**src/hdl/sarrd_pkg.sv**
```systemverilog
// Shared constants of the SAR converter control and serial readout.
package sarrd_pkg;

    // ==========================================================
    // Result format
    localparam int           RES_W          = 18;
    localparam logic [17:0]  CODE_ZERO      = 18'h0_0000;
    localparam logic [17:0]  CODE_MIDSCALE  = 18'h2_0000;
    localparam logic [17:0]  CODE_MID_LESS  = 18'h1_FFFF;
    localparam logic [17:0]  CODE_FULL      = 18'h3_FFFF;
    localparam int           WORD_W         = RES_W + 2;
    localparam int           FIFO_DEPTH     = 4;

    // ==========================================================
    // Serial word lengths
    localparam logic [4:0]   BITS_PLAIN     = 5'h12;
    localparam logic [4:0]   BITS_STARTED   = 5'h13;

    // ==========================================================
    // Timing in nanoseconds and derived cycle counts
    localparam int           CLK_NS         = 25;
    localparam int           CONV_MIN_NS    = 1000;
    localparam int           CONV_MAX_NS    = 2080;
    localparam int           ACQ_NS         = 420;
    localparam int           CONV_MIN_CYC   = (CONV_MIN_NS + CLK_NS - 1) / CLK_NS;
    localparam int           CONV_MAX_CYC   = CONV_MAX_NS / CLK_NS;
    localparam int           ACQ_CYC        = (ACQ_NS + CLK_NS - 1) / CLK_NS;
    localparam int           SETTLE_CYC     = 4;

    // ==========================================================
    // Synchronised pin indices
    localparam int           PIN_CNV        = 0;
    localparam int           PIN_SCK        = 1;
    localparam int           PIN_SDI        = 2;
    localparam int           PIN_CMP        = 3;
    localparam int           PIN_OVR        = 4;
    localparam int           PIN_UND        = 5;
    localparam int           PIN_N          = 6;

    // ==========================================================
    // Control states
    typedef enum logic [1:0] {
        ST_ACQ,
        ST_STANDBY,
        ST_CONV,
        ST_DONE
    } sarrd_state_t;

endpackage : sarrd_pkg

```
**src/hdl/sarrd_stream_if.sv**
```systemverilog
// Valid/ready word stream between the converter core and its queue.
interface sarrd_stream_if #(parameter int WIDTH = 20);
    logic             valid;
    logic             ready;
    logic [WIDTH-1:0] data;

    modport src (output valid, output data, input ready);
    modport snk (input valid, input data, output ready);
endinterface : sarrd_stream_if

```
**src/hdl/sarrd_top.sv**
```systemverilog
// Conversion control of an 18-bit SAR converter with serial readout.
// Function
// - A convert_start rising edge after acquisition has finished starts a conversion.
// - Result ready no earlier than 1.0 us and no later than 2.08 us after start.
// - Each sample resolves to an 18-bit unsigned code by successive approximation.
// - Conversion plus acquisition fit a 2.5 us period, 400 kSPS.
// - Bits decided one at a time from MSB down, comparator settled each step.
// - An internal step clock times the conversion; no serial clock needed.
// - After the last decision: back to acquisition, code latched, busy signalled.
// - Between conversions the converter rests in standby.
// - Straight binary code, midscale 0x20000, zero input gives zero code.
// - Input below ground yields the all-zero code.
// - Input above the reference range yields the full-scale code.
// - Chip-select mode: low convert_start or SDI enables SDO, top bit first.
// - Chip-select mode: SDO released when both go high or after the last bit.
// - SDO moves to the next bit on each SCK falling edge, holding briefly.
// - Chip-select mode: SDI sampled at the convert_start rising edge.
// - Chain mode: SCK level sampled at the convert_start rising edge.
// - Chain mode: SDI from upstream captured on each SCK falling edge.
// - Chain mode with busy: SDO goes high soon after SDI goes high.
// - SDI high at start selects chip-select mode, low selects chain mode.
// - Start bit added when select low at end, or chain SCK high at start.
// - Three-wire without busy: SDO released after 18th fall or start rise.
module sarrd_top
    import sarrd_pkg::*;
(
    // Clock and reset
    input  wire logic              clk_sys,
    input  wire logic              sys_rst,
    // Serial host pins
    input  wire logic              convert_start,
    input  wire logic              sck,
    input  wire logic              sdi,
    output logic                   sdo,
    output logic                   sdo_oe,
    // Analog front end
    input  wire logic              comp_high,
    input  wire logic              over_range,
    input  wire logic              under_range,
    output logic [RES_W-1:0]       dac_code,
    output logic                   sample_on,
    output logic                   standby,
    output logic                   converting
);

    // ==========================================================
    // Pin synchronisers
    logic [PIN_N-1:0] pin_raw;
    logic [PIN_N-1:0] sync1;
    logic [PIN_N-1:0] sync2;

    assign pin_raw[PIN_CNV] = convert_start;
    assign pin_raw[PIN_SCK] = sck;
    assign pin_raw[PIN_SDI] = sdi;
    assign pin_raw[PIN_CMP] = comp_high;
    assign pin_raw[PIN_OVR] = over_range;
    assign pin_raw[PIN_UND] = under_range;

    genvar gi;
    generate
        for (gi = 0; gi < PIN_N; gi++) begin : g_sync
            always_ff @(posedge clk_sys) begin
                if (sys_rst) begin
                    sync1[gi] <= 1'b0;
                    sync2[gi] <= 1'b0;
                end else begin
                    sync1[gi] <= pin_raw[gi];
                    sync2[gi] <= sync1[gi];
                end
            end
        end
    endgenerate

    wire cnv_s = sync2[PIN_CNV];
    wire sck_s = sync2[PIN_SCK];
    wire sdi_s = sync2[PIN_SDI];
    wire cmp_s = sync2[PIN_CMP];
    wire ovr_s = sync2[PIN_OVR];
    wire und_s = sync2[PIN_UND];

    // ==========================================================
    // Edge detection on the synchronised pins
    logic cnv_d;
    logic sck_d;

    always_ff @(posedge clk_sys) begin
        if (sys_rst) begin
            cnv_d <= 1'b0;
            sck_d <= 1'b0;
        end else begin
            cnv_d <= cnv_s;
            sck_d <= sck_s;
        end
    end

    wire cnv_rise = cnv_s & ~cnv_d;
    wire sck_fall = sck_d & ~sck_s;

    // ==========================================================
    // Conversion state and counters
    localparam logic [6:0] CONV_MIN_LAST = 7'(CONV_MIN_CYC - 1);
    localparam logic [6:0] CONV_MAX_LAST = 7'(CONV_MAX_CYC - 1);
    localparam logic [4:0] ACQ_LAST      = 5'(ACQ_CYC - 1);
    localparam logic [1:0] SETTLE_LAST   = 2'(SETTLE_CYC - 1);
    localparam logic [4:0] BIT_LAST      = 5'(RES_W - 1);

    sarrd_state_t state;
    sarrd_state_t next_state;
    logic [6:0]   conv_cnt;
    logic [4:0]   acq_cnt;
    logic [1:0]   step_cnt;
    logic [4:0]   bit_idx;
    logic         bits_done;
    logic         mode_cs;
    logic         chain_busy;
    logic         clamp_hi;
    logic         clamp_lo;

    sarrd_stream_if #(.WIDTH(WORD_W)) to_fifo ();
    sarrd_stream_if #(.WIDTH(WORD_W)) from_fifo ();

    // Start accepted only from standby: acquisition must have run out
    wire start_ok    = cnv_rise & (state == ST_STANDBY);
    wire acq_done    = (acq_cnt == '0);
    wire step_end    = (state == ST_CONV) & ~bits_done & (step_cnt == SETTLE_LAST);
    wire last_bit    = (bit_idx == BIT_LAST);
    wire min_elapsed = (conv_cnt >= CONV_MIN_LAST);
    wire conv_phase  = (state == ST_CONV) | (state == ST_DONE);

    // Trial weight halves each step, starting at half the reference
    wire [RES_W-1:0] trial_mask = CODE_MIDSCALE >> bit_idx;
    wire [RES_W-1:0] kept_code  = cmp_s ? dac_code : (dac_code & ~trial_mask);
    wire [RES_W-1:0] step_code  = kept_code | (trial_mask >> 1);

    // Over-range forces full scale, under-range forces zero
    wire [RES_W-1:0] final_code = clamp_hi ? CODE_FULL :
                                  clamp_lo ? CODE_ZERO :
                                  dac_code;

    // Start bit decided when the conversion ends in chip-select mode, at the start edge in chain mode
    wire cs_select  = ~cnv_s | ~sdi_s;
    wire has_start  = mode_cs ? cs_select : chain_busy;
    wire start_val  = ~mode_cs;

    assign to_fifo.valid = (state == ST_DONE);
    assign to_fifo.data  = {has_start, start_val, final_code};

    always_comb begin
        next_state = state;
        unique case (state)
            ST_ACQ: begin
                if (acq_done) begin
                    next_state = ST_STANDBY;
                end
            end
            ST_STANDBY: begin
                if (start_ok) begin
                    next_state = ST_CONV;
                end
            end
            ST_CONV: begin
                if (bits_done & min_elapsed) begin
                    next_state = ST_DONE;
                end
            end
            ST_DONE: begin
                if (to_fifo.ready) begin
                    next_state = ST_ACQ;
                end
            end
        endcase
    end

    always_ff @(posedge clk_sys) begin
        if (sys_rst) begin
            state <= ST_STANDBY;
        end else begin
            state <= next_state;
        end
    end

    // Elapsed time since start, saturating at the longest conversion
    always_ff @(posedge clk_sys) begin
        if (sys_rst) begin
            conv_cnt <= '0;
        end else if (start_ok) begin
            conv_cnt <= '0;
        end else if (conv_phase & (conv_cnt != CONV_MAX_LAST)) begin
            conv_cnt <= conv_cnt + 7'h01;
        end
    end

    // Acquisition window before standby
    always_ff @(posedge clk_sys) begin
        if (sys_rst) begin
            acq_cnt <= '0;
        end else if ((state == ST_DONE) & to_fifo.ready) begin
            acq_cnt <= ACQ_LAST;
        end else if ((state == ST_ACQ) & ~acq_done) begin
            acq_cnt <= acq_cnt - 5'h01;
        end
    end

    // Internal step clock: one decision every SETTLE_CYC cycles
    always_ff @(posedge clk_sys) begin
        if (sys_rst) begin
            step_cnt <= '0;
        end else if (start_ok) begin
            step_cnt <= '0;
        end else if (state == ST_CONV) begin
            step_cnt <= step_cnt + 2'h1;
        end
    end

    // Bit walk from MSB to LSB
    always_ff @(posedge clk_sys) begin
        if (sys_rst) begin
            bit_idx   <= '0;
            bits_done <= 1'b0;
            dac_code  <= CODE_ZERO;
        end else if (start_ok) begin
            bit_idx   <= '0;
            bits_done <= 1'b0;
            dac_code  <= CODE_MIDSCALE;
        end else if (step_end) begin
            dac_code  <= step_code;
            bits_done <= last_bit;
            if (!last_bit) begin
                bit_idx <= bit_idx + 5'h01;
            end
        end
    end

    // Mode, busy option and range flags caught at the start edge
    always_ff @(posedge clk_sys) begin
        if (sys_rst) begin
            mode_cs    <= 1'b1;
            chain_busy <= 1'b0;
            clamp_hi   <= 1'b0;
            clamp_lo   <= 1'b0;
        end else if (start_ok) begin
            mode_cs    <= sdi_s;
            chain_busy <= ~sdi_s & sck_s;
            clamp_hi   <= ovr_s;
            clamp_lo   <= und_s;
        end
    end

    // ==========================================================
    // Result queue
    sarrd_fifo #(
        .WIDTH (WORD_W),
        .DEPTH (FIFO_DEPTH)
    ) u_fifo (
        .clk_sys (clk_sys),
        .sys_rst (sys_rst),
        .fill    (to_fifo.snk),
        .drain   (from_fifo.src)
    );

    // ==========================================================
    // Serial shifter
    logic [RES_W:0] shreg;
    logic [4:0]     bits_left;
    logic           loaded;

    wire             q_start = from_fifo.data[RES_W+1];
    wire             q_val   = from_fifo.data[RES_W];
    wire [RES_W-1:0] q_code  = from_fifo.data[RES_W-1:0];

    // A new start discards the word still being read
    wire load_now  = ~loaded & from_fifo.valid & ~start_ok;
    wire cs_shift  = mode_cs & cs_select;
    wire shift_now = loaded & sck_fall & (cs_shift | ~mode_cs);
    wire shift_in  = ~mode_cs & sdi_s;
    wire word_end  = shift_now & (bits_left == 5'h01);

    wire [RES_W:0] load_word = q_start ? {q_val, q_code}
                                       : {q_code, 1'b0};
    wire [4:0]     load_bits = q_start ? BITS_STARTED : BITS_PLAIN;

    assign from_fifo.ready = load_now;

    always_ff @(posedge clk_sys) begin
        if (sys_rst) begin
            loaded    <= 1'b0;
            bits_left <= '0;
            shreg     <= '0;
        end else if (start_ok | word_end) begin
            loaded    <= 1'b0;
            bits_left <= '0;
        end else if (load_now) begin
            loaded    <= 1'b1;
            bits_left <= load_bits;
            shreg     <= load_word;
        end else if (shift_now) begin
            bits_left <= bits_left - 5'h01;
            shreg     <= {shreg[RES_W-1:0], shift_in};
        end
    end

    // ==========================================================
    // Pin outputs
    // SDO is high impedance while converting in chip-select mode
    wire cs_drive   = loaded & cs_select & ~conv_phase;
    wire next_oe    = mode_cs ? cs_drive : 1'b1;
    wire chain_idle = ~mode_cs & chain_busy & sdi_s;
    wire next_sdo   = loaded ? shreg[RES_W] : chain_idle;

    // Registered outputs keep the old bit for a cycle past each fall
    always_ff @(posedge clk_sys) begin
        if (sys_rst) begin
            sdo        <= 1'b0;
            sdo_oe     <= 1'b0;
            sample_on  <= 1'b1;
            standby    <= 1'b1;
            converting <= 1'b0;
        end else begin
            sdo        <= next_sdo;
            sdo_oe     <= next_oe;
            sample_on  <= (next_state == ST_ACQ) | (next_state == ST_STANDBY);
            standby    <= (next_state == ST_STANDBY);
            converting <= (next_state == ST_CONV) | (next_state == ST_DONE);
        end
    end

endmodule : sarrd_top

```
**src/hdl/sarrd_fifo.sv**
```systemverilog
// Small result queue with valid/ready on both sides.
module sarrd_fifo #(
    parameter int WIDTH = 20,
    parameter int DEPTH = 4
) (
    // Clock and reset
    input wire logic        clk_sys,
    input wire logic        sys_rst,
    // Filling side
    sarrd_stream_if.snk     fill,
    // Draining side
    sarrd_stream_if.src     drain
);
    localparam int AW = $clog2(DEPTH);

    logic [WIDTH-1:0] mem [DEPTH];
    logic [AW-1:0]    wr_ptr;
    logic [AW-1:0]    rd_ptr;
    logic [AW:0]      count;
    logic [AW:0]      next_count;

    wire push = fill.valid & fill.ready;
    wire pop  = drain.valid & drain.ready;

    assign fill.ready  = (count != (AW+1)'(DEPTH));
    assign drain.valid = (count != '0);
    assign drain.data  = mem[rd_ptr];
    assign next_count  = count + (AW+1)'(push) - (AW+1)'(pop);

    always_ff @(posedge clk_sys) begin
        if (push) begin
            mem[wr_ptr] <= fill.data;
        end
    end

    always_ff @(posedge clk_sys) begin
        if (sys_rst) begin
            wr_ptr <= '0;
            rd_ptr <= '0;
            count  <= '0;
        end else begin
            if (push) begin
                wr_ptr <= wr_ptr + 1'b1;
            end
            if (pop) begin
                rd_ptr <= rd_ptr + 1'b1;
            end
            count <= next_count;
        end
    end

endmodule : sarrd_fifo

```
**config.mk**
```make
export PLATFORM = sky130hd
export DESIGN_NAME = sarrd_top
export DESIGN_NICKNAME = d
export VERILOG_FILES = /design/src/hdl/sarrd_pkg.sv /design/src/hdl/sarrd_stream_if.sv /design/src/hdl/sarrd_top.sv /design/src/hdl/sarrd_fifo.sv
export SDC_FILE = /design/constraint.sdc
export NUM_CORES = 1
export LEC_CHECK = 0
export BUFFER_PORTS_ARGS = -buffer_cell sky130_fd_sc_hd__buf_2
export CAP_MARGIN = 0
export CORE_MARGIN = 2
export CORE_UTILIZATION = 48
export CTS_CLUSTER_DIAMETER = 40
export DETAILED_ROUTE_END_ITERATION = 12
export HOLD_SLACK_MARGIN = 0.15
export SLEW_MARGIN = 40
export SYNTH_ARGS = -nofsm -noshare
export SYNTH_HDL_FRONTEND = slang
export SYNTH_SLANG_ARGS = --single-unit
```
**constraint.sdc**
```tcl
create_clock -name clk_sys -period 2.81 [get_ports clk_sys]
set_clock_uncertainty 0.2 [all_clocks]
set_input_delay 0.281 -clock clk_sys [delete_from_list [all_inputs] [get_ports clk_sys]]
set_output_delay 0.281 -clock clk_sys [all_outputs]
set_load 0.01 [all_outputs]
```
==> metrics.csv, run 1 <==
metric,value,unit
grt_pass1_vias,4602,
min_period_over_period,86.2,%
place.gp.congestion,0.918,
drtAntennaViolNets,0,
ys_async_sr_fraction,0,%
ys_ff_latch,177,
grt_max_degree,41,
crit_path_end_kind,flip-flop,
hold_violations,0,
cpMaxStageDelayCell,dfxtp_1,
post_cts_buffers,0,
final_common_cell,dfxtp_1,
dp.cells,803,
coreArea,0.0150,mm²
clock.fmax,0.413,GHz
grt_pass1_wl,23500,µm
ys_warn_count,0,
viasPerCell,5.45,
r2r_start,state[1],
antenna_found_initial,0,
min_period,2420,ps
grt_use_total,18.6,%
cp_slowest_stage_delay,410,ps
cts_buffer_depth,2,
synth_cell_types,53,
irDropWorstVdd,0.466,mV
cts_made_buffers,17,
detail_route.wirelength,14200,µm
cts_tree,built,
hold_ws,239,ps
synth_cells,601,
status,finished clean,
portBuffers,30,
clk_pin_slew,60,ps
critPathMaxFanout,10,
synth-edff-count,80,
h-tree-depth,4,
clock_latency,420,ps
cp.arrival,2530,ps
clock_sinks,177,
rsz0062_at_grt,false,
die_area,0.0163,mm²
fin_cells,842,
fin_area,0.00835,mm²
min_from,sync1[2],
synth-main-ff-cell,dfxtp_1,
wl_per_cell,16.9,µm
powerDensity,832,mW/mm²
fp.dieW,128,µm
crit_start,state[1],
syn-num-nets,628,
tns,0,ps
power,6.95,mW
dr.pass1.iters,5,
r2r_slack,390,ps
vias,4590,
slew_headroom,57.3,%
p_leak,3.15,nW
path_cells,inv_1 -> nand4_1 -> nand2_1 -> inv_2 -> ha_1 -> inv_1 -> ha_1 -> fa_1 -> xnor2_1 -> nor2_1,
path_class,reg -> reg,
overflow,0,
yosysSeqAreaShare,59.3,%
syn_avg_cell_area,12.2,µm²
dr.first_iter.drc_count,336,
area_growth,14.0,%
slew_violations,0,
initial_core_util,48.7,%
cp_data_required_time,2920,ps
drc,0,
hpwlAfterDp,9350,µm
syn_area,0.00733,mm²
placed_area,0.00762,mm²
io_pins,31,
min_path_type,reg -> reg,
max_cap_viol_count,0,
setup_viol,0,
dieHeight,128,µm
layout-drive-gt1-share,15.6,%
critPathLaunchType,flip-flop,
nets,668,
layout_common_cells,"dfxtp_1, edfxtp_1, nand2_1",
worst_pin_slew,640,ps
num_antenna_cells,0,
root_buffer,clkbuf_16,
rows,45,
cell usage after synthesis, types with 20 or more instances:
cell / count / area share [%]
a21oi_1: 30 / 2.0
dfxtp_1: 97 / 27
edfxtp_1: 80 / 33
inv_1: 23 / 1.2
mux2i_1: 22 / 3.0
mux4_2: 20 / 6.1
nand2_1: 58 / 3.0
nor2_1: 37 / 1.9
nor2b_1: 23 / 2.0
o21ai_0: 32 / 2.2
cells by family after synthesis:
family,share of synthesized area (%)
buf+inv,3.81
simple gates,11.4
fa+ha+maj,3.35
compound gates,10.3
flops,59.3
xor+xnor,2.63
mux,9.15
report_power, final:
part | internal (mW) | total (mW) | switching (mW)
Combinational | 0.610 | 1.35 | 0.744
Sequential | 2.90 | 3.03 | 0.132
Clock | 1.62 | 2.56 | 0.945
metrics by stage:
step	utilization, %	setup slack, ps
2_1_floorplan	-	292
5_1_grt	55.6	240
6_report	55.6	387
3_3_place_gp	50.7	508
4_1_cts	55.6	402
3_5_place_dp	50.7	422
worst max-delay path, delay by kind of cell, from the launching register on:
kind                       cells  cell delay (ps)
adders and majority gates      3              840
and+or+nand+nor                3              420
DFF                            1              410
buffers and inverters          3              260
xor gates and xnor gates       1              170
timing repair:
action	4_1_cts	5_1_grt
hold endpoints to repair	18	0
hold buffers	7	0
resized for setup	0	0
state kept, by name, summed over array words and instances, names as in the netlist, 3 cells and up, named ones only:
| name | cells |
|---|---|
| u_fifo.mem | 80 |
| shreg | 19 |
| sync1 | 6 |
| conv_cnt | 7 |
| bits_left | 5 |
| acq_cnt | 5 |
| dac_code | 18 |
| u_fifo.count | 3 |
| bit_idx | 5 |
final cells by class:
| cell class | count | area (µm²) |
|---|---|---|
| repair buffers | 50 | 318 |
| flip-flops and latches | 177 | 4340 |
| multi-input cells | 370 | 2700 |
| inverters | 25 | 93.8 |
| clock buffers | 26 | 544 |
| well taps | 188 | 235 |
| fillers | 1251 | 6680 |
| clock inverters | 6 | 114 |
final timing paths:
check                           cells after the start         endpoint
worst max-delay path                               10  u_fifo.count[2]
worst min-delay path                                1            sdi_s
worst max register to register                     10  u_fifo.count[2]
worst min register to register                      1            sdi_s
metal layers:
layer  part of all wire (%)  global-route usage (%)  vias up
met2                     48                    29.8       93
li1                       -                       -     2232
met3                    4.2                    4.31       10
met1                     47                    25.5     2255
met5                      0                       0        -
met4                   0.84                    5.69        0
No activity file was read; power rests on OpenSTA's default activity.
==> inputs of run 2 (changes only) <==
--- a/config.mk
+++ b/config.mk
@@ -9,6 +9,7 @@
 export CAP_MARGIN = 0
 export CORE_MARGIN = 2
 export CORE_UTILIZATION = 48
+export CTS_BUF_LIST = sky130_fd_sc_hd__clkbuf_16
 export CTS_CLUSTER_DIAMETER = 40
 export DETAILED_ROUTE_END_ITERATION = 12
 export HOLD_SLACK_MARGIN = 0.15
==> run 2 against run 1 <==
  * Die area is the same
  * Combinational power is essentially flat
  * Clock-buffer cell count shrank 6
  * Critical endpoint unchanged
==> metrics.csv, run 2 (synthesis gave the netlist of run 1 again) <==
metric,value,unit,change
reg_top3,"u_fifo.mem (80), shreg (19), dac_code (18)",,
min_period,2420,ps,-5.08 ps
worst_pin_slew,640,ps,-0.647 ps
fin_area,0.00833,mm²,-0.25%
critPathMaxFanout,10,,unchanged
drtAntennaViolNets,0,,unchanged
num_antenna_cells,0,,unchanged
largest_reg_flops,80,,unchanged
viasPerCell,5.45,,about the same
power_frac_comb,19.7,%,+0.2 points
path_class,reg -> reg,,
hpwlAfterDp,9350,µm,unchanged
reg2regPathDepth,10,,unchanged
p_seq_share,44.1,%,+0.5 points
internal_power,5.05,mW,-1.4%
clock_latency,420,ps,about the same
cts_made_buffers,17,,unchanged
crit_buf_inv,3,,unchanged
rows,45,,unchanged
netSwitchingFraction,26.5,%,+0.26 points
p_leak,3.16,nW,+0.25%
crit_path_end_kind,flip-flop,,
clk_pin_slew,60,ps,about the same
irDropWorstVdd,0.467,mV,+0.29%
path_cells,inv_1 -> nand4_1 -> nand2_1 -> inv_2 -> ha_1 -> inv_1 -> ha_1 -> fa_1 -> xnor2_1 -> nor2_1,,
dp.cells,803,,unchanged
cp_top_family,adder cells,,
setup_viol,0,,unchanged
area_growth,13.7,%,
coreArea,0.0150,mm²,unchanged
nets,668,,unchanged
r2r_end,u_fifo.count[2],,
dieHeight,128,µm,unchanged
slew_headroom,57.3,%,about the same
overflow,0,,unchanged
fp.dieW,128,µm,unchanged
vias,4593,,+0.065%
layout_common_cells,"dfxtp_1, edfxtp_1, nand2_1",,
root_buffer,clkbuf_16,,
holdPathEnd,ovr_s,,
top_register,u_fifo.mem,,
dr.first_iter.drc_count,351,,+4.5%
dr.pass1.iters,5,,unchanged
cp_data_required_time,2910,ps,about the same
tns,0,ps,unchanged
r2r_start,state[1],,
r2r_slack,390,ps,about the same
min_path_type,reg -> reg,,
antenna_found_initial,0,,unchanged
cpMaxStageDelayCell,dfxtp_1,,
cts_tree,built,,
layout-drive-gt1-share,15.4,%,-0.15 points
initial_core_util,48.7,%,unchanged
die_area,0.0163,mm²,unchanged
min_from,sync1[4],,
critPathLaunchType,flip-flop,,
power,6.87,mW,-1.1%
clock.fmax,0.414,GHz,+0.21%
post_cts_buffers,0,,unchanged
nFillCells,1255,,+0.32%
min_period_over_period,86.0,%,-0.18 points
clock_sinks,177,,unchanged
h-tree-depth,4,,unchanged
io_pins,31,,unchanged
min_path_cells,1,,unchanged
cp_slowest_stage_delay,410,ps,about the same
pre_cts_ws,422,ps,unchanged
max_cap_viol_count,0,,unchanged
final_common_cell,dfxtp_1,,
power.switching,1.82,mW,about the same
hold_violations,0,,unchanged
slew_violations,0,,unchanged
drc,0,,unchanged
powerDensity,825,mW/mm²,-0.80%
rsz0062_at_grt,false,,
status,finished clean,,
p_clk_share,36.2,%,-0.7 points
detail_route.wirelength,14200,µm,-0.34%
cp.arrival,2520,ps,about the same
place.gp.congestion,0.918,,unchanged
setup_ws,393,ps,+5.08 ps
grt_pass1_wl,23400,µm,-0.20%
grt_max_degree,41,,unchanged
portBuffers,30,,unchanged
wl_per_cell,16.8,µm,-0.34%
final_core_util,55.4,%,-0.14 points
grt_pass1_vias,4605,,+0.065%
hold_ws,241,ps,+1.63 ps
fin_cells,842,,unchanged
cts_buffer_depth,2,,unchanged
placed_area,0.00762,mm²,unchanged
grt_use_total,18.6,%,unchanged
[run 2: cell types whose count changed in the layout (fill, tap and decap cells not counted)]
cell,delta
clkbuf_1,-3
clkbuf_2,-1
clkbuf_8,-2
inv_1,+4
inv_2,+2
[run 2: worst max-delay path by stage]
stage	cells after the start	slack, ps	from	endpoint
3_3_place_gp	11	510	u_fifo.count[1]	u_fifo.count[2]
2_1_floorplan	12	290	state[1]	u_fifo.count[2]
6_report	10	390	state[1]	u_fifo.count[2]
5_1_grt	10	240	state[1]	u_fifo.count[2]
3_5_place_dp	10	420	state[1]	u_fifo.count[2]
4_1_cts	10	400	state[1]	u_fifo.count[2]
[run 2: area by class of cell]
| class | instances | area (µm²) | share of cell area (%) |
|---|---|---|---|
| Multi-Input combinational cell | 370 | 2700 | 32.4 |
| Inverter | 25 | 93.8 | 1.13 |
| Sequential cell | 177 | 4340 | 52.1 |
| Clock buffer | 20 | 500 | 6.01 |
| Clock inverter | 12 | 136 | 1.64 |
| Timing Repair Buffer | 50 | 318 | 3.81 |
| Tap cell | 188 | 235 | 2.82 |
[run 2: layer usage]
metal  routed length (µm)  global-route usage (%)
met5                    0                       0
met4                  116                    5.69
met3                  723                    4.44
met2                 6830                    29.7
met1                 6490                    25.5
[run 2: repair_timing]
| item | 4_1_cts | 5_1_grt |
|---|---|---|
| endpoints found under the hold margin | 18 | 0 |
| resized for setup | 0 | 0 |
| endpoints found under the setup margin | 0 | 0 |
| hold buffers | 7 | 0 |
[run 2: power groups by stage]
stage	clock (mW)	sequential, mW	combinational, mW
3_5_place_dp	0	3.08	1.37
2_1_floorplan	0	3.05	1.16
5_1_grt	2.65	3.06	1.53
3_3_place_gp	0	3.07	1.34
6_report	2.49	3.03	1.35
4_1_cts	2.54	3.03	1.38
